[src/rtl/iocps_pkg.sv]
/*
  Constants, state encoding and condition codes of the channel
  poll and start sequencer.
  Assumes a 100 MHz channel clock and 64-bit storage words.
*/
package iocps_pkg;
  localparam real CLK_NS       = 10.0;
  localparam real POLL_HOLD_NS = 2.2;
  localparam real SEL_DLY_NS   = 400.0;
  localparam int  POLL_RAW     = int'($ceil(POLL_HOLD_NS / CLK_NS));
  localparam int  POLL_HOLD_CYC = (POLL_RAW < 1) ? 1 : POLL_RAW;
  localparam int  SEL_DLY_CYC  = int'($ceil(SEL_DLY_NS / CLK_NS));
  localparam int  SBO_DLY_CYC  = 2;

  localparam logic [23:0] CAW_LOC = 24'h000048;
  localparam logic [23:0] CSW_LOC = 24'h000040;
  localparam logic [23:0] DW_INC  = 24'h000008;

  // storage word field positions (lsb of each field)
  localparam int CAW_KEY_LSB  = 60;
  localparam int CAW_RSV_LSB  = 56;
  localparam int CAW_ADR_LSB  = 32;
  localparam int CCW_CMD_LSB  = 56;
  localparam int CCW_ADR_LSB  = 32;
  localparam int CCW_FLG_LSB  = 27;
  localparam int CCW_CNT_LSB  = 0;

  // channel status bits
  localparam int CST_PROG = 5;
  localparam int CST_CDAT = 3;
  localparam int CST_IFCC = 1;

  // condition codes
  localparam logic [1:0] CC_AVAIL    = 2'h0;
  localparam logic [1:0] CC_STORED   = 2'h1;
  localparam logic [1:0] CC_WORKING  = 2'h2;
  localparam logic [1:0] CC_UNAVAIL  = 2'h3;
  localparam logic [1:0] CC_HIO_PEND = 2'h0;
  localparam logic [1:0] CC_HIO_HALT = 2'h2;
  localparam logic [1:0] CC_TCH_RDY  = 2'h1;

  typedef enum logic [3:0] {
    ST_IDLE  = 4'h0, ST_PL_UP = 4'h1, ST_PL_HLD = 4'h3, ST_PR_STA = 4'h2,
    ST_PR_STK = 4'h6, ST_CAW_RQ = 4'h7, ST_CAW_WT = 4'h5, ST_CAW_DL = 4'h4,
    ST_RUN   = 4'hc, ST_CMD   = 4'hd, ST_ACCEPT = 4'hf, ST_CSW_RQ = 4'he,
    ST_CSW_WT = 4'ha
  } iocps_state_type;
endpackage : iocps_pkg

[src/rtl/iocps_timer.sv]
/*
  Down-counting single-shot timer for the channel sequencer.
  Assumes loads come from the sequencer on the same clock.
*/
`timescale 1ns/100ps
module iocps_timer #(
  parameter int W = 8
) (
  input  wire logic         mclk_in,
  input  wire logic         sys_rst_in,
  input  wire logic         load_in,
  input  wire logic [W-1:0] count_in,
  output logic              done_out
);
  typedef struct packed {
    logic [W-1:0] cnt;
  } iocps_tmr_type;

  iocps_tmr_type r;
  iocps_tmr_type next_r;

  // load or count down to zero
  always_comb begin
    next_r = r;
    if (load_in) begin
      next_r.cnt = count_in;
    end else if (r.cnt != '0) begin
      next_r.cnt = r.cnt - W'(1);
    end
  end

  always_ff @(posedge mclk_in) begin
    if (sys_rst_in) begin
      r <= '0;
    end else begin
      r <= next_r;
    end
  end

  assign done_out = (r.cnt == '0) && !load_in;
endmodule : iocps_timer

[src/rtl/iocps_channel.sv]
/*
  Channel sequencer: idle polling of control units, condition codes
  with release, and the start I/O initial selection sequence.
  Assumes all inputs synchronous to mclk_in and a storage controller
  that answers requests with response and advance pulses.
*/
`timescale 1ns/100ps
module iocps_channel #(
  parameter int TW      = 8,
  parameter int SBO_DLY = iocps_pkg::SBO_DLY_CYC
) (
  input  wire logic        mclk_in,
  input  wire logic        sys_rst_in,
  input  wire logic        select_channel_in,
  input  wire logic        start_io_in,
  input  wire logic        test_chan_in,
  input  wire logic [7:0]  unit_addr_in,
  input  wire logic        unit_addr_par_in,
  input  wire logic        int_accept_in,
  input  wire logic        logout_in,
  output logic             release_out,
  output logic [1:0]       cond_code_out,
  output logic             int_req_out,
  output logic             int_done_out,
  output logic [7:0]       int_unit_addr_out,
  output logic [7:0]       int_status_out,
  output logic             select_out_out,
  input  wire logic        select_in_in,
  input  wire logic        op_in_in,
  input  wire logic        addr_in_in,
  input  wire logic        status_in_in,
  input  wire logic [7:0]  bus_in_in,
  output logic [7:0]       bus_out_out,
  output logic             addr_out_out,
  output logic             cmd_out_out,
  output logic             service_out_out,
  output logic             stack_out_out,
  output logic             stor_req_out,
  input  wire logic        bcu_resp_in,
  input  wire logic        bcu_adv_in,
  output logic [23:0]      sab_out,
  output logic             stor_store_out,
  output logic [3:0]       stor_key_out,
  output logic [63:0]      stor_data_out,
  input  wire logic [63:0] sbo_in,
  input  wire logic [7:0]  sbo_par_in,
  output logic             ccw_valid_out,
  output logic [23:0]      cmd_addr_out,
  output logic [23:0]      data_addr_out,
  output logic [4:0]       flags_out,
  output logic [15:0]      count_out
);
  typedef struct packed {
    iocps_pkg::iocps_state_type st;
    logic        selo;
    logic        addro;
    logic        cmdo;
    logic        svco;
    logic        stko;
    logic        sreq;
    logic        store;
    logic [7:0]  busout;
    logic [23:0] storage_address_bus;
    logic        rel;
    logic [1:0]  cc;
    logic        intr;
    logic        idone;
    logic [7:0]  uaddr;
    logic [7:0]  ustat;
    logic        eprog;
    logic        epar;
    logic        eifcc;
    logic        unav;
    logic        resel;
    logic        cpend;
    logic        ccwv;
    logic [1:0]  fph;
    logic [1:0]  sph;
    logic [2:0]  dly;
    logic [3:0]  key;
    logic [23:0] daddr;
    logic [23:0] cinc;
    logic [23:0] caddr;
    logic [7:0]  cmd;
    logic [4:0]  flags;
    logic [15:0] cnt;
  } iocps_chan_type;

  iocps_chan_type r;
  iocps_chan_type next_r;
  logic           tload;
  logic [TW-1:0]  tcount;
  logic           tdone;
  logic           start;
  logic           can_start;
  logic           err;
  logic [7:0]     par_ok;
  logic [7:0]     cstat;

  // single-shot and address-to-select delay timer
  iocps_timer #(.W(TW)) u_tmr (
    .mclk_in    (mclk_in),
    .sys_rst_in (sys_rst_in),
    .load_in    (tload),
    .count_in   (tcount),
    .done_out   (tdone)
  );

  // odd parity per storage byte
  genvar gi;
  generate
    for (gi = 0; gi < 8; gi++) begin : g_par
      assign par_ok[gi] = ^{sbo_in[8*gi +: 8], sbo_par_in[gi]};
    end
  endgenerate

  assign start = select_channel_in && start_io_in;
  assign err   = r.eprog || r.epar || r.eifcc;
  assign can_start = !r.intr && (r.st == iocps_pkg::ST_IDLE ||
                     r.st == iocps_pkg::ST_PL_HLD ||
                     (r.st == iocps_pkg::ST_PL_UP && !op_in_in));

  // sequencer next state
  always_comb begin
    next_r = r;
    next_r.rel = 1'b0;
    next_r.idone = 1'b0;
    tload = 1'b0;
    tcount = TW'(iocps_pkg::SEL_DLY_CYC);
    if (select_channel_in && test_chan_in) begin
      next_r.rel = 1'b1;
      next_r.cc = r.intr ? iocps_pkg::CC_TCH_RDY :
                  (can_start ? iocps_pkg::CC_AVAIL : iocps_pkg::CC_WORKING);
    end
    if (start && !can_start) begin
      next_r.rel = 1'b1;
      next_r.cc = iocps_pkg::CC_WORKING;
    end else if (start) begin
      next_r.uaddr = unit_addr_in;
      next_r.eprog = ~^{unit_addr_in, unit_addr_par_in};
      next_r.epar = 1'b0;
      next_r.eifcc = 1'b0;
      next_r.unav = 1'b0;
      next_r.resel = 1'b0;
      next_r.ccwv = 1'b0;
      next_r.selo = 1'b0;
      next_r.sreq = 1'b1;
      next_r.st = iocps_pkg::ST_CAW_RQ;
    end else begin
      case (r.st)
        iocps_pkg::ST_IDLE: begin
          if (r.intr && int_accept_in) begin
            next_r.resel = 1'b1;
            next_r.fph = 2'h3;
            next_r.sph = 2'h0;
            next_r.addro = 1'b1;
            next_r.busout = r.uaddr;
            tload = 1'b1;
            next_r.st = iocps_pkg::ST_RUN;
          end else if (!r.intr && !logout_in) begin
            next_r.selo = 1'b1;
            next_r.st = iocps_pkg::ST_PL_UP;
          end
        end
        iocps_pkg::ST_PL_UP: begin
          if (op_in_in && addr_in_in) begin
            next_r.uaddr = bus_in_in;
            next_r.selo = 1'b0;
            next_r.cmdo = 1'b1;
            next_r.st = iocps_pkg::ST_PR_STA;
          end else if (select_in_in) begin
            next_r.selo = 1'b0;
            tload = 1'b1;
            tcount = TW'(iocps_pkg::POLL_HOLD_CYC);
            next_r.st = iocps_pkg::ST_PL_HLD;
          end
        end
        iocps_pkg::ST_PL_HLD: begin
          if (tdone) begin
            next_r.st = iocps_pkg::ST_IDLE;
          end
        end
        iocps_pkg::ST_PR_STA: begin
          if (status_in_in) begin
            next_r.cmdo = 1'b0;
            next_r.stko = 1'b1;
            next_r.st = iocps_pkg::ST_PR_STK;
          end
        end
        iocps_pkg::ST_PR_STK: begin
          if (!status_in_in) begin
            next_r.stko = 1'b0;
          end
          if (!status_in_in && !op_in_in) begin
            next_r.intr = 1'b1;
            next_r.st = iocps_pkg::ST_IDLE;
          end
        end
        iocps_pkg::ST_CAW_RQ: begin
          if (bcu_resp_in) begin
            next_r.sreq = 1'b0;
            next_r.storage_address_bus = iocps_pkg::CAW_LOC;
            next_r.st = iocps_pkg::ST_CAW_WT;
          end
        end
        iocps_pkg::ST_CAW_WT: begin
          if (bcu_adv_in) begin
            next_r.dly = 3'(SBO_DLY);
            next_r.st = iocps_pkg::ST_CAW_DL;
          end
        end
        iocps_pkg::ST_CAW_DL: begin
          if (r.dly != 3'h0) begin
            next_r.dly = r.dly - 3'h1;
          end else begin
            next_r.key = sbo_in[iocps_pkg::CAW_KEY_LSB +: 4];
            next_r.daddr = sbo_in[iocps_pkg::CAW_ADR_LSB +: 24];
            if (r.eprog || sbo_in[iocps_pkg::CAW_RSV_LSB +: 4] != 4'h0 ||
                sbo_in[iocps_pkg::CAW_ADR_LSB +: 3] != 3'h0) begin
              next_r.eprog = 1'b1;
              next_r.sreq = 1'b1;
              next_r.st = iocps_pkg::ST_CSW_RQ;
            end else begin
              next_r.fph = 2'h0;
              next_r.sph = 2'h0;
              next_r.sreq = 1'b1;
              next_r.addro = 1'b1;
              next_r.busout = r.uaddr;
              tload = 1'b1;
              next_r.st = iocps_pkg::ST_RUN;
            end
          end
        end
        iocps_pkg::ST_RUN: begin
          // command word fetch half
          case (r.fph)
            2'h0: if (bcu_resp_in) begin
              next_r.sreq = 1'b0;
              next_r.storage_address_bus = r.daddr;
              next_r.cinc = r.daddr + iocps_pkg::DW_INC;
              next_r.fph = 2'h1;
            end
            2'h1: if (bcu_adv_in) begin
              next_r.dly = 3'(SBO_DLY);
              next_r.fph = 2'h2;
            end
            2'h2: begin
              if (r.dly != 3'h0) begin
                next_r.dly = r.dly - 3'h1;
              end else begin
                next_r.cmd = sbo_in[iocps_pkg::CCW_CMD_LSB +: 8];
                next_r.daddr = sbo_in[iocps_pkg::CCW_ADR_LSB +: 24];
                next_r.flags = sbo_in[iocps_pkg::CCW_FLG_LSB +: 5];
                next_r.cnt = sbo_in[iocps_pkg::CCW_CNT_LSB +: 16];
                if (par_ok != 8'hff) begin
                  next_r.epar = 1'b1;
                end else if (sbo_in[iocps_pkg::CCW_CMD_LSB +: 4] == 4'h0 ||
                             sbo_in[iocps_pkg::CCW_CNT_LSB +: 16] == 16'h0) begin
                  next_r.eprog = 1'b1;
                end else begin
                  next_r.ccwv = 1'b1;
                  next_r.caddr = r.cinc;
                end
                next_r.fph = 2'h3;
              end
            end
            default: ;
          endcase
          // device selection half
          case (r.sph)
            2'h0: if (tdone) begin
              next_r.selo = 1'b1;
              next_r.sph = 2'h1;
            end
            2'h1: if (op_in_in) begin
              next_r.addro = 1'b0;
              next_r.sph = 2'h2;
            end else if (select_in_in) begin
              next_r.selo = 1'b0;
              next_r.addro = 1'b0;
              next_r.unav = 1'b1;
              next_r.sph = 2'h3;
            end
            2'h2: if (addr_in_in) begin
              next_r.eifcc = (bus_in_in != r.uaddr);
              next_r.sph = 2'h3;
            end
            default: ;
          endcase
          // both halves met
          if (r.fph == 2'h3 && r.sph == 2'h3) begin
            if (r.unav) begin
              next_r.rel = 1'b1;
              next_r.cc = iocps_pkg::CC_UNAVAIL;
              next_r.busout = 8'h00;
              next_r.resel = 1'b0;
              next_r.st = iocps_pkg::ST_IDLE;
            end else begin
              next_r.cmdo = 1'b1;
              next_r.busout = (r.resel || err) ? 8'h00 : r.cmd;
              next_r.st = iocps_pkg::ST_CMD;
            end
          end
        end
        iocps_pkg::ST_CMD: begin
          if (status_in_in) begin
            next_r.cmdo = 1'b0;
            next_r.selo = 1'b0;
            next_r.svco = 1'b1;
            next_r.ustat = bus_in_in;
            next_r.cpend = 1'b1;
            next_r.st = iocps_pkg::ST_ACCEPT;
            if (r.resel) begin
              next_r.idone = 1'b1;
              next_r.intr = 1'b0;
              next_r.cpend = 1'b0;
            end else if (!err && bus_in_in == 8'h00) begin
              next_r.rel = 1'b1;
              next_r.cc = iocps_pkg::CC_AVAIL;
              next_r.cpend = 1'b0;
            end
          end
        end
        iocps_pkg::ST_ACCEPT: begin
          if (!status_in_in) begin
            next_r.svco = 1'b0;
          end
          if (!status_in_in && !op_in_in) begin
            next_r.busout = 8'h00;
            next_r.resel = 1'b0;
            next_r.sreq = r.cpend;
            next_r.st = r.cpend ? iocps_pkg::ST_CSW_RQ : iocps_pkg::ST_IDLE;
          end
        end
        iocps_pkg::ST_CSW_RQ: begin
          if (bcu_resp_in) begin
            next_r.sreq = 1'b0;
            next_r.storage_address_bus = iocps_pkg::CSW_LOC;
            next_r.store = 1'b1;
            next_r.st = iocps_pkg::ST_CSW_WT;
          end
        end
        iocps_pkg::ST_CSW_WT: begin
          if (bcu_adv_in) begin
            next_r.store = 1'b0;
            next_r.rel = 1'b1;
            next_r.cc = iocps_pkg::CC_STORED;
            next_r.cpend = 1'b0;
            next_r.st = iocps_pkg::ST_IDLE;
          end
        end
        default: next_r.st = iocps_pkg::ST_IDLE;
      endcase
    end
  end

  // state register, cleared by synchronous reset
  always_ff @(posedge mclk_in) begin
    if (sys_rst_in) begin
      r <= '0;
    end else begin
      r <= next_r;
    end
  end

  // channel status byte from the error latches
  always_comb begin
    cstat = 8'h00;
    cstat[iocps_pkg::CST_PROG] = r.eprog;
    cstat[iocps_pkg::CST_CDAT] = r.epar;
    cstat[iocps_pkg::CST_IFCC] = r.eifcc;
  end

  // outputs
  assign release_out       = r.rel;
  assign cond_code_out     = r.cc;
  assign int_req_out       = r.intr;
  assign int_done_out      = r.idone;
  assign int_unit_addr_out = r.uaddr;
  assign int_status_out    = r.ustat;
  assign select_out_out    = r.selo;
  assign bus_out_out       = r.busout;
  assign addr_out_out      = r.addro;
  assign cmd_out_out       = r.cmdo;
  assign service_out_out   = r.svco;
  assign stack_out_out     = r.stko;
  assign stor_req_out      = r.sreq;
  assign sab_out           = r.storage_address_bus;
  assign stor_store_out    = r.store;
  assign stor_key_out      = r.key;
  assign stor_data_out     = {r.key, 4'h0, r.caddr, r.ustat, cstat, r.cnt};
  assign ccw_valid_out     = r.ccwv;
  assign cmd_addr_out      = r.caddr;
  assign data_addr_out     = r.daddr;
  assign flags_out         = r.flags;
  assign count_out         = r.cnt;

  // helper: cycles address out has stood
  logic [7:0] acnt;
  always_ff @(posedge mclk_in) begin
    if (sys_rst_in || !r.addro) begin
      acnt <= 8'h00;
    end else if (acnt != 8'hff) begin
      acnt <= acnt + 8'h01;
    end
  end

  localparam int SEL_MIN = iocps_pkg::SEL_DLY_CYC;
endmodule : iocps_channel

[config.mk]
export PLATFORM = sky130hd
export DESIGN_NAME = iocps_channel
export DESIGN_NICKNAME = d
export VERILOG_FILES = /design/src/rtl/iocps_pkg.sv /design/src/rtl/iocps_timer.sv /design/src/rtl/iocps_channel.sv
export SDC_FILE = /design/constraint.sdc
export NUM_CORES = 1
export LEC_CHECK = 0
export BUFFER_PORTS_ARGS = -buffer_cell sky130_fd_sc_hd__buf_2
export CAP_MARGIN = 15
export CORE_UTILIZATION = 55
export DETAILED_ROUTE_END_ITERATION = 10
export PLACE_DENSITY = 0.79
export SLEW_MARGIN = 20
export SYNTH_ARGS = -nofsm -noshare
export SYNTH_HDL_FRONTEND = slang
export SYNTH_SLANG_ARGS = --single-unit
export TNS_END_PERCENT = 30
[constraint.sdc]
create_clock -name mclk_in -period 4.49 [get_ports mclk_in]
set_input_delay 0.898 -clock mclk_in [delete_from_list [all_inputs] [get_ports mclk_in]]
set_output_delay 0.898 -clock mclk_in [all_outputs]
set_load 0.005 [all_outputs]
# After elaboration in Yosys (flattened, before gate mapping)
# Index checks and enable logic that the tools add are counted.
# word_totals
reg_bits	191
output_inout_bits	198
# classes
n_bitwise	7
mux	146
n_addsub	3
reduce_logical	102
eq_ne	82
# op_table
operator	n
$mux W24	7
$mux W8	16
$pmux W24 S3	1
$reduce_xor A9 Y1	8
$ne A3 B3 Y1 const B	23
$mux W4	16
$pmux W4 S13	1
$mux W1	50
$pmux W24 S2	1
$mux W5	8
$reduce_and A5 Y1	8
$ne A2 B2 Y1 const B	19
$mux W3	11
$pmux W8 S4	1
$reduce_and A8 Y1	4
$reduce_bool A2 Y1	16
$reduce_and A10 Y1	3
$reduce_and A6 Y1	5
$mux W2	14
$add A24 B4 Y24 const B	1
$eq A4 B4 Y1 const B	5
$pmux W3 S3	2
$reduce_bool A3 Y1	6
$eq A4 B3 Y1 const B	4
42 further kinds	110

# Logic depth before layout (Yosys ltp)
# logic_depth
word_depth	14
ltp_mapped	11
ltp_nobuf	9

# Modules after synthesis
# A second synthesis with hierarchy kept.
# hier_totals
hier_cells	1360
hier_area_um2	11059.4
# by_module_without_submodules
mod	instances	cells_per_inst	area_each_um2
iocps_channel	1	1302	10581.4
iocps_timer	1	58	478.0

# Least setup slack after synthesis
# OpenSTA, ideal clock, no wires.
# synth_path
path_type	in2reg
start	input port sbo_in[10]
end	register r, in the netlist cmd_addr_out[10]
cell_stages	8
arrival_time_ps	2656
setup_ps	128
setup_slack_ps	1706
required_time_ps	4362
path_cell_list	xnor2_1 -> xnor3_1 -> xnor2_1 -> nand4_4 -> nor3_4 -> buf_8 -> mux2i_1 -> nor2_1
# synth_between
elab_chain_len	4
word_cells_on_any_way	7
# synth_rtl
item	line	text
from (decl)	iocps_channel.sv:45	input wire logic [63:0] sbo_in,
$reduce_xor A9 Y1 / $logic_not A16 Y1 (equally long branches)	iocps_channel.sv:113, iocps_channel.sv:258	
$ne A8 B8 Y1 / $logic_or A1 B1 Y1 (equally long branches)	iocps_channel.sv:255, iocps_channel.sv:257	
$not A1 Y1 (no source line)	-	
$reduce_and A7 Y1 (no source line) *	-	
to (signal assigned)	iocps_channel.sv:362	r <= next_r;
to (decl)	iocps_channel.sv:89	iocps_chan_type r;
# Every way passes the cells marked *; elsewhere a longest branch is shown, timed or not.
# A chain may end at the register's enable or synchronous reset.

# Worst setup path in the final report
# layout_path
start	register r[180] in the netlist's numbering
end	register r[53] in the netlist's numbering
# layout_between
elab_chain_len	8
word_cells_on_any_way	12
# layout_rtl
item	line	text
$eq A4 B2 Y1 (tied with other cells)	iocps_channel.sv:120	r.st == iocps_pkg::ST_PL_HLD ||
$logic_or A1 B1 Y1 / $logic_and A1 B1 Y1 (equally long branches)	iocps_channel.sv:119, iocps_channel.sv:121	
$logic_or A1 B1 Y1	iocps_channel.sv:120	
$logic_and A1 B1 Y1	iocps_channel.sv:119	assign can_start = !r.intr && (r.st == iocps_pkg::ST_IDLE ||
$logic_not A1 Y1	iocps_channel.sv:135	if (start && !can_start) begin
$logic_and A1 B1 Y1	iocps_channel.sv:135	
$not A1 Y1 (no source line)	-	
$reduce_and A5 Y1 (no source line) *	-	
# Marks and branches as above.

==> impl_results.html <==
<table>
<tr><th>Metric</th><th>Value</th></tr>
<tr><th colspan="2">Outcome</th></tr>
<tr><td>Outcome</td><td>finished, final reports clean</td></tr>
<tr><th colspan="2">Pwr</th></tr>
<tr><td>Leakage power summed over all cells</td><td>5.010 nW</td></tr>
<tr><td>P per Cell Area</td><td>between 400 and 500 nW/um^2</td></tr>
<tr><td>VDD IR-drop max</td><td>0.0003015 V</td></tr>
<tr><th colspan="2">Logic synthesis</th></tr>
<tr><td>Cell type with the highest aggregate area in the netlist</td><td>sky130_fd_sc_hd__dfxtp_1</td></tr>
<tr><td>Share of synthesized area occupied by flip-flops and latches</td><td>35.34%</td></tr>
<tr><td>Total number of yosys warnings</td><td>0</td></tr>
<tr><td>Mapped cell area</td><td>10,820 um^2</td></tr>
<tr><td>Share of flip-flops with an asynchronous set or reset after synthesis</td><td>0%</td></tr>
<tr><td>Post-synthesis cell count</td><td>1,330</td></tr>
<tr><td>Most area-consuming cells after synthesis</td><td>sky130_fd_sc_hd__dfxtp_1 (35%), sky130_fd_sc_hd__buf_4 (13%), sky130_fd_sc_hd__nand2_1 (6.5%)</td></tr>
<tr><td>Number of enable flip-flop cells after synthesis</td><td>0</td></tr>
<tr><td>Most used flip-flop cell after synthesis</td><td>sky130_fd_sc_hd__dfxtp_1</td></tr>
<tr><td>Seq cells post-synth</td><td>roughly 190</td></tr>
<tr><td>Area share of the largest cell type after synthesis</td><td>between 30% and 40%</td></tr>
<tr><td>Number of different library cells in the post-synthesis netlist</td><td>70</td></tr>
<tr><td>Avg Cell Area, Syn</td><td>~8.1 um^2</td></tr>
<tr><th colspan="2">STA</th></tr>
<tr><td>Worst hold margin</td><td>451.4 ps</td></tr>
<tr><td>Fmax</td><td>0.3270 GHz</td></tr>
<tr><td>Max-slew headroom at the worst pin</td><td>37.20%</td></tr>
<tr><td>Post-Route Skew</td><td>a little under 10 ps</td></tr>
<tr><td>Crit path time final</td><td>3058 ps</td></tr>
<tr><td>Final critical-path setup slack</td><td>1432 ps</td></tr>
<tr><td>Worst Tran Pin Value</td><td>942.0 ps</td></tr>
<tr><td>Period utilisation layout</td><td>around two thirds</td></tr>
<tr><td>Final Hold Violating Endpoints</td><td>0</td></tr>
<tr><td>Final max-slew violation count</td><td>0</td></tr>
<tr><td>RSZ-0062 raised after global routing</td><td>no</td></tr>
<tr><td>Sum of negative setup slack</td><td>0 ps</td></tr>
<tr><td>Number of setup violations in the final report</td><td>0</td></tr>
<tr><th colspan="2">Critical path</th></tr>
<tr><td>Crit path kind</td><td>reg2reg</td></tr>
<tr><td>Capturing element type of the critical path</td><td>flip-flop</td></tr>
<tr><td>Maximum fanout along the worst path</td><td>44</td></tr>
<tr><td>Capture point of the worst reg-to-reg path</td><td>r[53]</td></tr>
<tr><td>Reg2reg path depth</td><td>9</td></tr>
<tr><td>Worst EP arrival</td><td>roughly 3400 ps</td></tr>
<tr><td>Flop2flop setup slack</td><td>~1400 ps</td></tr>
<tr><td>Required time reported for the critical path endpoint</td><td>4780 ps</td></tr>
<tr><td>R2R Path Start</td><td>r[180]</td></tr>
<tr><td>Beginning of the critical path</td><td>r[180]</td></tr>
<tr><td>Sort of element at the start of the critical path</td><td>flip-flop</td></tr>
<tr><td>Worst setup endpoint</td><td>r[53]</td></tr>
<tr><th colspan="2">Placed design</th></tr>
<tr><td>Worst setup slack after placement</td><td>1226 ps</td></tr>
<tr><td>Input/output buffers</td><td>290</td></tr>
<tr><td>Placed insts</td><td>1,649</td></tr>
<tr><td>Global placer's final weighted congestion</td><td>0.9251</td></tr>
<tr><td>HPWL after detailed placement</td><td>21.12 mm</td></tr>
<tr><th colspan="2">Final layout</th></tr>
<tr><td>Fin cells</td><td>1,681</td></tr>
<tr><td>Final-stage net count</td><td>1,523</td></tr>
<tr><td>End-of-flow core utilization</td><td>61.41%</td></tr>
<tr><td>Area growth from synthesis to layout</td><td>7.957%</td></tr>
<tr><td>Number of filler instances in the final layout</td><td>between 1,500 and 2,000</td></tr>
<tr><td>Diodes inserted</td><td>0</td></tr>
<tr><td>Share of cells above drive strength 1</td><td>about a quarter</td></tr>
<tr><th colspan="2">Clock tree</th></tr>
<tr><td>Number of sinks driven by the clock tree</td><td>191</td></tr>
<tr><td>Clk Latency, worst-skew pair</td><td>440 ps</td></tr>
<tr><td>Clk buf depth</td><td>2</td></tr>
<tr><td>Post-CTS clock slew at the launch and capture registers of the worst setup and hold paths</td><td>~80 ps</td></tr>
<tr><td>Total of cells resized after clock tree synthesis</td><td>0</td></tr>
<tr><td>Root buffer cell</td><td>sky130_fd_sc_hd__clkbuf_16</td></tr>
<tr><td>H-tree depth</td><td>4</td></tr>
<tr><td>CTS buffer count</td><td>17</td></tr>
<tr><td>Number of buffers added to fix hold violations after cts</td><td>0</td></tr>
<tr><td>TritonCTS clock tree</td><td>yes</td></tr>
<tr><td># Post-CTS Setup Buffers</td><td>0</td></tr>
<tr><th colspan="2">Global route</th></tr>
<tr><td>Total track usage</td><td>28.05%</td></tr>
<tr><td>Largest net degree at the start of global routing</td><td>111</td></tr>
<tr><td>Remaining global-route overflow</td><td>0</td></tr>
<tr><td>Global-route wire length before repair</td><td>44.19 mm</td></tr>
<tr><td>Initial antenna violation count</td><td>0</td></tr>
<tr><td>Via count of the first global-routing pass</td><td>8,311</td></tr>
<tr><th colspan="2">Floorplanning</th></tr>
<tr><td>I/O pin cnt</td><td>300</td></tr>
<tr><td>Initial standard-cell utilization of the core</td><td>56.89%</td></tr>
<tr><td>Die Footprint</td><td>20,240 um^2</td></tr>
<tr><td>Core ar.</td><td>19,020 um^2</td></tr>
<tr><td>Die Y-Extent</td><td>142.3 um</td></tr>
<tr><td>Row count</td><td>50</td></tr>
<tr><td>Die boundary width</td><td>~140 um</td></tr>
<tr><th colspan="2">Route</th></tr>
<tr><td>Post-detailed-route via-to-cell ratio</td><td>5.564</td></tr>
<tr><td>Total via count in the routed design</td><td>9,353</td></tr>
<tr><td>Routed wirelength normalized by instance count</td><td>17.05 um</td></tr>
<tr><td>Number of routed nets with antenna violations</td><td>0</td></tr>
<tr><td>1st-iter DRT viols</td><td>980</td></tr>
<tr><td>Pre-Repair DR Iteration Count</td><td>5</td></tr>
<tr><td>WL final</td><td>28.65 mm</td></tr>
<tr><td>Remaining DRCs</td><td>0</td></tr>
<tr><th colspan="2">Job</th></tr>
<tr><td>MaxCap Viol Count</td><td>0</td></tr>
<tr><th colspan="2">Min path</th></tr>
<tr><td>Worst min-delay path class</td><td>reg2reg</td></tr>
</table>
[synth_stat cells (all sizes together), types with 5 or more instances]
master,count
buf,207
dfxtp,191
nand2,188
nor2,134
a21oi,125
xnor2,64
clkbuf,51
mux2i,43
nand3,42
o21ai,39
a211oi,34
xor2,27
inv,21
nor3,17
nor4,14
ha,13
a22oi,10
nand4,10
and3,9
xnor3,8
nand2b,6
nor2b,6
a31oi,5
and2,5
o211ai,5
[sequential cells by signal (all words and copies together), names as in the netlist, 2 cells and up]
name and count:
cmd_addr_out 24, stor_data_out 3, int_status_out 8, cond_code_out 2, bus_out_out 8, count_out 16, data_addr_out 24, sab_out 24
flags_out 5, stor_key_out 4, int_unit_addr_out 8, r 46, u_tmr.r 8
[routing by layer]
layer	share of wire (%)	GRT usage, %
met5	0	0
met4	2.7	10.13
met3	9.0	4.980
met2	46	45.38
met1	42	37.41
[worst max-delay path: stages, from the launching register on]
cell and delay (ps):
sky130_fd_sc_hd__dfxtp_1 520, sky130_fd_sc_hd__buf_4 310, sky130_fd_sc_hd__nand2b_1 150, sky130_fd_sc_hd__o211ai_1 190, sky130_fd_sc_hd__o21ai_1 470, sky130_fd_sc_hd__and2_1 360, sky130_fd_sc_hd__and3_1 200, sky130_fd_sc_hd__buf_4 390
sky130_fd_sc_hd__mux2i_1 240, sky130_fd_sc_hd__nor2_1 60
[where the power goes]
group / internal (mW) / switching (mW)
clock: 0.853 / 0.734
combinational: 0.662 / 0.940
sequential: 1.87 / 0.229
total: 3.38 / 1.90
[worst min path at each step]
stage,cells past startpoint,endpoint,slack [ps],from
CTS,2,sab_out[8],450,sab_out[8]
finish,2,sab_out[10],450,sab_out[10]
floorplan,2,sab_out[0],430,sab_out[0]
global placement,2,sab_out[18],440,sab_out[18]
detailed placement,2,sab_out[8],440,sab_out[8]
global route,2,sab_out[20],470,sab_out[20]
[final cells by class]
class | instances | area [um^2] | area share, %
repair buffers | 309 | 1600 | 13.70
inverters | 21 | 78.83 | 0.6749
well taps | 260 | 325.3 | 2.785
flip-flops and latches | 191 | 3824 | 32.74
clock inverters | 14 | 187.7 | 1.607
clock buffers | 18 | 429.2 | 3.674
multi-input cells | 868 | 5235 | 44.82
[stage by stage]
stage	area (um^2)	power, mW
final	11680	5.286
after global routing	11680	5.549
after CTS	11680	5.281
after detailed placement	11060	3.698
after global placement	11060	3.664
after floorplan	10850	3.298
[layout by cell type (no fill, tap or decap), drive strengths merged, types with 6 or more instances in the layout]
cell	Yosys	routed
buf	207	309
dfxtp	191	191
nand2	188	188
nor2	134	134
a21oi	125	125
xnor2	64	64
mux2i	43	43
nand3	42	42
o21ai	39	39
a211oi	34	34
inv	21	29
xor2	27	27
clkbuf	51	18
nor3	17	17
nor4	14	14
ha	13	13
a22oi	10	10
nand4	10	10
and3	9	9
conb	1	9
xnor3	8	8
nand2b	6	6
nor2b	6	6
[cells by family after synthesis]
kind of cell	share of synthesized area, %
XOR/XNOR	9.795
multiplexers	3.978
flip-flops	35.34
AO/OA/AOI/OAI	13.88
adder cells (fa/ha/maj)	1.503
buffers and inverters	16.57
other	0.03466
AND/OR/NAND/NOR	18.90
No activity file was read; power rests on OpenSTA's default activity.
